===== config.mk =====
export PLATFORM = sky130hd
export DESIGN_NAME = dma_end_refresh
export DESIGN_NICKNAME = d
export VERILOG_FILES = /design/src/pkg/eop_refresh_pkg.sv /design/src/logic/dma_end_refresh.sv
export SDC_FILE = /design/constraint.sdc
export NUM_CORES = 1
export LEC_CHECK = 0
export BUFFER_PORTS_ARGS = -buffer_cell sky130_fd_sc_hd__buf_2
export CAP_MARGIN = 10
export CORE_AREA = 4 4 41 43
export DETAILED_ROUTE_END_ITERATION = 8
export DIE_AREA = 0 0 45 47
export PLACE_DENSITY_LB_ADDON = 0.25
export REMOVE_ABC_BUFFERS = 1
export SYNTH_ARGS = -nofsm -noshare
export SYNTH_HDL_FRONTEND = slang
export SYNTH_SLANG_ARGS = --single-unit

===== constraint.sdc =====
create_clock -name ref_clk -period 1 [get_ports ref_clk]
set_input_delay 0.05 -clock ref_clk [delete_from_list [all_inputs] [get_ports ref_clk]]
set_output_delay 0.05 -clock ref_clk [all_outputs]
set_load 0.01 [all_outputs]

===== src/pkg/eop_refresh_pkg.sv =====
// shared constants for the end-of-process and refresh pin logic
package eop_refresh_pkg;
  localparam int  SYNC_STAGES   = 2;
  localparam bit  EOP_ACTIVE    = 1'h1;
  localparam bit  EOP_IDLE      = 1'h0;
  localparam bit  REFRESH_ACT_N = 1'h0;
  localparam bit  RST_EOP_OUT   = 1'h1;
  localparam int  CLK_PERIOD_NS = 10;
  typedef enum logic [1:0] {
    TC_IDLE,
    TC_WAIT,
    TC_HOLD
  } tc_state_t;
endpackage

===== src/logic/dma_end_refresh.sv =====
// end-of-process (terminal count) and refresh pin control for the isa dma engine
//
// Notes on behaviour
// end_of_process pin is bidirectional, either a termination input or count output.
// during every dma transfer the sampled line, when asserted, terminates the transfer; code acts on its synchronised rising edge only, not while counting.
// count output asserts after a new address only if byte count expires then.
// terminal count holds until aen drops; negated earlier during autoinitialization.
// with no channel active the pin is an output driven low; reset starts so.
// refresh output driven only while own refresh master cycle runs, held throughout.
// memory steers low address to rows on refresh and drives no data then.
// a 16-bit master may drive refresh in; accepted whenever not refreshing itself; ignored also under pci_reset_in and for two cycles after own release.
// while pci_reset_in is asserted the refresh pin is tri-stated.
// the end_of_process input is synchronised before it stops a transfer.
`timescale 1ns/1ns
module dma_end_refresh
  import eop_refresh_pkg::*;
#(
  parameter int SYNC_DEPTH = SYNC_STAGES  // flip-flops in the end_of_process synchroniser
)
(
  input  wire logic ref_clk,          // isa clock
  input  wire logic rstn,             // synchronous reset, active low
  input  wire logic pci_reset_in,     // pci reset level, active high here
  input  wire logic dma_active,       // a dma channel owns the bus
  input  wire logic addr_out,         // pulse: new address driven this cycle
  input  wire logic count_expire,     // byte count expires with this transfer
  input  wire logic autoinit,         // channel is autoinitializing
  input  wire logic aen,              // isa aen level
  input  wire logic eop_in,           // end_of_process pin level seen
  output logic      eop_out,          // end_of_process drive value
  output logic      eop_oe_n,         // low while device drives the pin
  output logic      term_req,         // pulse: slave asked to stop transfer
  input  wire logic own_refresh,      // own refresh master cycle in progress
  input  wire logic refresh_in_n,     // refresh pin level seen
  output logic      refresh_out_n,    // refresh drive value
  output logic      refresh_oe_n,     // low while device drives refresh
  output logic      ext_refresh_req   // level: external master requests refresh
);
  logic [SYNC_DEPTH-1:0] eop_sync_r;
  logic                  eop_seen_r;
  logic                  term_mode_r;
  tc_state_t             tc_state_r;
  logic                  tc_nxt;
  logic                  ref_sync0_r;
  logic                  ref_sync1_r;
  logic [1:0]            ref_drove_r;

  //////////////////////////////////////////////////////////////////////////////
  // the shift loads eop_sync_r[SYNC_DEPTH-2:0] into the stages above, so one stage is too few
  if (SYNC_DEPTH < 2) begin : g_depth_check
    $error("SYNC_DEPTH must be at least 2");
  end

  //////////////////////////////////////////////////////////////////////////////
  // count sequence state tests for the logic; tc_busy is shared with its checks
  function automatic logic tc_busy(tc_state_t st);
    return st != TC_IDLE;
  endfunction

  function automatic logic tc_holding(tc_state_t st);
    return st == TC_HOLD;
  endfunction

  //////////////////////////////////////////////////////////////////////////////
  // mode: output whenever idle or counting, input while a transfer runs
  // limitation: a slave stop arriving inside the sync delay of a count is lost
  always_ff @(posedge ref_clk) begin
    if (!rstn || pci_reset_in) begin
      term_mode_r <= !RST_EOP_OUT;
    end else begin
      term_mode_r <= dma_active && !tc_busy(tc_state_r);
    end
  end

  // synchroniser chain; each flip-flop feeds the next, and term_req also reads the last stage
  always_ff @(posedge ref_clk) begin
    if (!rstn) begin
      eop_sync_r <= '0;
      eop_seen_r <= 1'h0;
    end else begin
      eop_sync_r <= {eop_sync_r[SYNC_DEPTH-2:0], eop_in};
      eop_seen_r <= eop_sync_r[SYNC_DEPTH-1];
    end
  end

  // rising edge only, so a slave holding the line stops one transfer once
  assign term_req = term_mode_r && dma_active
                    && eop_sync_r[SYNC_DEPTH-1] && !eop_seen_r;

  //////////////////////////////////////////////////////////////////////////////
  // terminal count sequence
  always_ff @(posedge ref_clk) begin
    if (!rstn || pci_reset_in) begin
      tc_state_r <= TC_IDLE;
    end else begin
      unique case (tc_state_r)
        TC_IDLE: begin
          if (dma_active && addr_out && count_expire) begin
            tc_state_r <= TC_HOLD;
          end
        end
        TC_HOLD: begin
          if (!aen || autoinit) begin
            tc_state_r <= autoinit && aen ? TC_WAIT : TC_IDLE;
          end
        end
        TC_WAIT: begin
          if (!aen) begin
            tc_state_r <= TC_IDLE;
          end
        end
        // the fourth code never occurs; fall back to idle rather than lock the pin
        default: begin
          tc_state_r <= TC_IDLE;
        end
      endcase
    end
  end

  assign tc_nxt = tc_holding(tc_state_r) && aen && !autoinit;

  always_ff @(posedge ref_clk) begin
    if (!rstn || pci_reset_in) begin
      eop_out <= EOP_IDLE;
    end else begin
      eop_out <= tc_nxt ? EOP_ACTIVE : EOP_IDLE;
    end
  end

  assign eop_oe_n = term_mode_r;

  //////////////////////////////////////////////////////////////////////////////
  // refresh pin: drive only during own refresh, float under reset
  always_ff @(posedge ref_clk) begin
    if (!rstn || pci_reset_in) begin
      refresh_oe_n  <= 1'b1;
      refresh_out_n <= 1'b1;
    end else begin
      refresh_oe_n  <= !own_refresh;
      refresh_out_n <= own_refresh ? REFRESH_ACT_N : 1'b1;
    end
  end

  always_ff @(posedge ref_clk) begin
    if (!rstn) begin
      ref_sync0_r <= 1'h0;
      ref_sync1_r <= 1'h0;
    end else begin
      ref_sync0_r <= !refresh_in_n;
      ref_sync1_r <= ref_sync0_r;
    end
  end

  // the synchroniser still holds our own drive for two cycles after release,
  // so the pin is ignored until that history has drained
  // trade-off: a master driving in the very cycle we release is seen late
  always_ff @(posedge ref_clk) begin
    if (!rstn) begin
      ref_drove_r <= 2'h0;
    end else begin
      ref_drove_r <= {ref_drove_r[0], !refresh_oe_n};
    end
  end

  // own drive would read back; ignore the pin while device refreshes
  assign ext_refresh_req = ref_sync1_r && refresh_oe_n && (ref_drove_r == 2'h0)
                           && !pci_reset_in;
endmodule


==> impl_metrics.json, run 1 <==
{
  "p_leak_nw": 0.2498,
  "busiest_layer": "met2",
  "grt_use_total_pct": 8.492,
  "ys_seq_area_share_pct": 61.34,
  "synthCells": 34,
  "cts_tree": "built",
  "relSlewSlack_pct": 87.13,
  "grt_pass1_wl_um": 1228,
  "numCtsBuffers": 3,
  "netlist_area_um2": 391.6,
  "cp_max_fo": 1,
  "max_clock_freq_ghz": 0.9751,
  "overflow": 0,
  "io_pins": 17,
  "syn_avg_cell_area_um2": 11.52,
  "final_common_cell": "buf_2",
  "setup_ws_ns": -0.02554,
  "timing.final.crit_share_pct": 102.6,
  "routed_wl_um": 699,
  "drc": 0,
  "critical_path_required_ns": 0.95,
  "finalHoldViolations": 0,
  "dieHeight_um": 47,
  "cp-start-kind": "register",
  "clk_pin_slew_ns": 0.07,
  "setup_violations": 1,
  "vias": 321,
  "hold_class": "input port to register",
  "htreeDepth": 1,
  "synth_seq_cells": 12,
  "violations": "negative setup slack",
  "cap_violations": 0,
  "dieWidth_um": 45,
  "layout_common_cells": "buf_2, dfxtp_1, and2_1",
  "final_layout_size_suffix_gt1_share_pct": 43.10,
  "dp.cells": 65,
  "clockRootBuffer": "clkbuf_4",
  "finClkSkew_ns": 0.001322,
  "antenna_cells": 0,
  "period_minus_slack_ns": 1.026,
  "rsz0062_at_grt": "yes",
  "met1_usage_pct": 11.29,
  "ant_nets": 0,
  "ys.warnings.count": 0,
  "p_total_mw": 0.9450,
  "placed_area_um2": 490.5,
  "hpwl_um": 525.2,
  "worstSetupEndpointType": "output port",
  "slew_violations": 0,
  "status": "complete, but fails checks",
  "core_area_mm2": 0.001301,
  "clkSinkCount": 12,
  "grt_pass1_vias": 298,
  "grt_max_degree": 10,
  "io_buffers": 16,
  "syn_to_final_growth_pct": 46.01,
  "crit_type": "register to output port",
  "rows": 13,
  "antenna_found_initial": 0,
  "cp_data_arrival_time_ns": 0.98,
  "synth_cell_types": 14,
  "post_drt_wl_per_cell_um": 9.575,
  "firstDrtPassIters": 2,
  "worst_pin_slew_ns": 0.1915,
  "grt_use_met3_pct": 3.448,
  "peakVddDrop_mv": 0.8615,
  "clock_path_buffers": 2,
  "holdWs_ns": 0.02761,
  "fin_cells": 73,
  "via_per_inst": 4.397,
  "nNetsFinal": 70,
  "met2_usage_pct": 11.30,
  "fin_area_um2": 571.8,
  "clkLatencyLatePin_ns": 0.26,
  "drt_iter0_drc": 1,
  "start_util_pct": 30.10,
  "place.gp.congestion": 0.6567,
  "die_area_mm2": 0.002115,
  "powerDensity_mw_per_mm2": 1653,
  "fill_cells": 132
}
==> report_power, final <==
part / internal, mW / leakage, nW / switching (mW)
Combinational: 0.0435 / 0.131 / 0.0267
Clock: 0.221 / 0.0210 / 0.156
Sequential: 0.492 / 0.0978 / 0.00525
Total: 0.757 / 0.250 / 0.188
==> metrics by stage <==
| step | util, % | setup TNS, ns | setup WS, ns |
|---|---|---|---|
| floorplan | - | 0 | 0.06189 |
| global placement | 37.69 | 0 | 0.04128 |
| detailed placement | 37.69 | 0 | 0.02322 |
| CTS | 42.88 | -0.09157 | -0.09157 |
| global route | 43.94 | -0.1412 | -0.1074 |
| finish | 43.94 | -0.02554 | -0.02554 |
==> repair_timing <==
item / CTS / global route
endpoints found under the hold margin: 3 / 0
hold buffers: 3 / 0
buffers inserted: 0 / 1
resized for setup: 1 / 1
endpoints found under the setup margin: 1 / 3
gates cloned: 0 / 0
==> layout make-up <==
class,count,area (um2),area share [%]
repair buffers,21,125.1,21.88
multi-input cells,21,150.1,26.26
well taps,15,18.77,3.282
clock buffers,4,36.28,6.346
flip-flops and latches,12,241.5,42.23
==> state kept, by name (all words and copies together) (netlist names) <==
signal	flops
eop_sync_r	2
ref_drove_r	2
tc_state_r	2
eop_oe_n	1
eop_out	1
eop_seen_r	1
ref_sync0_r	1
ref_sync1_r	1
refresh_out_n	1
==> logic make-up (layout without fill, tap and decap cells) <==
family / after synthesis / in the layout / share of synthesized area (%)
AO/OA/AOI/OAI: 2 / 2 / 2.556
buffers and inverters: 1 / 25 / 1.918
flip-flops: 12 / 12 / 61.34
AND/OR/NAND/NOR: 19 / 19 / 34.19
==> final timing paths <==
kind / start / slack (ns) / depth (start not counted) / end
worst min register to register: eop_sync_r[0] / 0.44 / 1 / eop_sync_r[1]
worst max register to register: tc_state_r[0] / 0.02 / 2 / eop_oe_n
worst max-delay path: ref_drove_r[1] / -0.03 / 2 / ext_refresh_req
worst min-delay path: pci_reset_in / 0.03 / 2 / refresh_out_n
==> cells in the mapped netlist <==
cell type,instances,area share (%)
dfxtp_1,12,61
and2_1,5,8.0
nand3b_1,4,7.7
a21oi_1,2,2.6
nor2b_1,2,3.2
and4b_1,1,2.6
buf_4,1,1.9
nand2_1,1,0.96
nand2b_1,1,1.6
nand4b_1,1,2.2
nor2_1,1,0.96
nor3b_2,1,3.2
nor4_1,1,1.6
or3b_1,1,2.2
==> worst max-delay path: stages (launching register included) <==
cell and delay (ns):
dfxtp_1 0.31, nor4_2 0.23, buf_2 0.17
==> metal layers <==
layer  part of all wire (%)  vias to the layer above  wire, um
met1                     49                      142       346
met4                      0                        0         0
li1                       -                      163         -
met5                      0                        -         0
met3                     15                        0       104
met2                     36                       16       249
(Power assumes the default switching activity.)
==> run 2: changes to the inputs <==
--- a/config.mk
+++ b/config.mk
@@ -12,6 +12,7 @@
 export DIE_AREA = 0 0 45 47
 export PLACE_DENSITY_LB_ADDON = 0.25
 export REMOVE_ABC_BUFFERS = 1
+export SKIP_CTS_REPAIR_TIMING = 1
 export SYNTH_ARGS = -nofsm -noshare
 export SYNTH_HDL_FRONTEND = slang
 export SYNTH_SLANG_ARGS = --single-unit
==> impl_metrics.json, run 2 (same netlist as run 1, synthesis figures left out) <==
{
  "cp-start-kind": "register",
  "timing.final.crit_share_pct": 102.6,
  "antenna_found_initial": 0,
  "fin_area_um2": 571.8,
  "die_area_mm2": 0.002115,
  "finalHoldViolations": 0,
  "clkLatencyLatePin_ns": 0.26,
  "hpwl_um": 525.2,
  "clk_pin_slew_ns": 0.07,
  "max_clock_freq_ghz": 0.9751,
  "grt_max_degree": 10,
  "cap_violations": 0,
  "dp.cells": 65,
  "powerDensity_mw_per_mm2": 1653,
  "overflow": 0,
  "numCtsBuffers": 3,
  "status": "complete, but fails checks",
  "io_pins": 17,
  "final_common_cell": "buf_2",
  "drt_iter0_drc": 1,
  "vias": 321,
  "dieWidth_um": 45,
  "relSlewSlack_pct": 87.13,
  "cp_max_fo": 1,
  "syn_to_final_growth_pct": 46.01,
  "worst_pin_slew_ns": 0.1915,
  "post_drt_wl_per_cell_um": 9.575,
  "setup_ws_ns": -0.02554,
  "combPwrFrac_pct": 7.4,
  "via_per_inst": 4.397,
  "htreeDepth": 1,
  "grt_pass1_vias": 293,
  "swShare_pct": 19.94,
  "firstDrtPassIters": 2,
  "peakVddDrop_mv": 0.8615,
  "clockRootBuffer": "clkbuf_4",
  "antenna_cells": 0,
  "cts_tree": "built",
  "pre_cts_ws_ns": 0.02322,
  "io_buffers": 16,
  "core_area_mm2": 0.001301,
  "hold_class": "input port to register",
  "holdWs_ns": 0.02761,
  "p_seq_share_pct": 52.6,
  "place.gp.congestion": 0.6567,
  "rsz0062_at_grt": "yes",
  "rows": 13,
  "p_leak_nw": 0.2498,
  "dieHeight_um": 47,
  "p_clk_share_pct": 39.9,
  "drc": 0,
  "cp_data_arrival_time_ns": 0.98,
  "critical_path_required_ns": 0.95,
  "start_util_pct": 30.10,
  "ant_nets": 0,
  "violations": "negative setup slack",
  "placed_area_um2": 490.5,
  "routed_wl_um": 699,
  "layout_common_cells": "buf_2, dfxtp_1, and2_1",
  "slew_violations": 0,
  "clkSinkCount": 12,
  "crit_type": "register to output port",
  "final_layout_size_suffix_gt1_share_pct": 43.10,
  "period_minus_slack_ns": 1.026,
  "finClkSkew_ns": 0.001322,
  "p_int_mw": 0.7566,
  "fin_cells": 73,
  "grt_use_total_pct": 8.254,
  "largestRegisters": "eop_sync_r: 2 flops, ref_drove_r: 2 flops, tc_state_r: 2 flops",
  "nNetsFinal": 70,
  "worstSetupEndpointType": "output port",
  "grt_pass1_wl_um": 1186,
  "power.switching_mw": 0.1884,
  "setup_violations": 1,
  "clock_path_buffers": 2
}
-- run 2: cell counts in the layout (fill, tap and decap cells not counted) --
No cell type changed its count.
-- run 2: worst max-delay path: stages, from the launching register on --
cell	delay (ns)
dfxtp_1	0.31
nor4_2	0.23
buf_2	0.17
-- run 2: area by class of cell --
cell class	count	area, um2
Tap cell	15	18.77
Multi-Input combinational cell	21	150.1
Sequential cell	12	241.5
Clock buffer	4	36.28
Fill cell	132	729.5
Timing Repair Buffer	21	125.1
-- run 2: path summary, 6_finish.rpt --
kind / startpoint / endpoint / slack (ns) / cells past startpoint
worst min register to register: eop_sync_r[0] / eop_sync_r[1] / 0.44 / 1
worst max-delay path: ref_drove_r[1] / ext_refresh_req / -0.03 / 2
worst max register to register: tc_state_r[0] / eop_oe_n / 0.02 / 2
worst min-delay path: pci_reset_in / refresh_out_n / 0.03 / 2
-- run 2: per-stage QoR --
step	TNS [ns]	util, %	power, mW
after floorplan	0	-	0.5297
after CTS	-0.1323	40.48	0.9452
final	-0.02554	43.94	0.9450
after detailed placement	0	37.69	0.5673
after global placement	0	37.69	0.5671
after global routing	-0.1412	43.94	0.9961
-- run 2: layer usage --
layer	track usage, %	routed length (um)	share of wire (%)	vias up
li1	-	-	-	163
met1	10.60	343	49	142
met2	11.30	248	35	16
met3	3.448	107	15	0
met4	5.263	0	0	0
met5	0	0	0	-
-- run 2: power by group through the flow --
stage | Sequential [mW] | Clock, mW | Combinational [mW]
global route | 0.499 | 0.417 | 0.0802
CTS | 0.498 | 0.389 | 0.0584
floorplan | 0.510 | 0 | 0.0194
global placement | 0.509 | 0 | 0.0582
finish | 0.497 | 0.377 | 0.0703
detailed placement | 0.509 | 0 | 0.0581
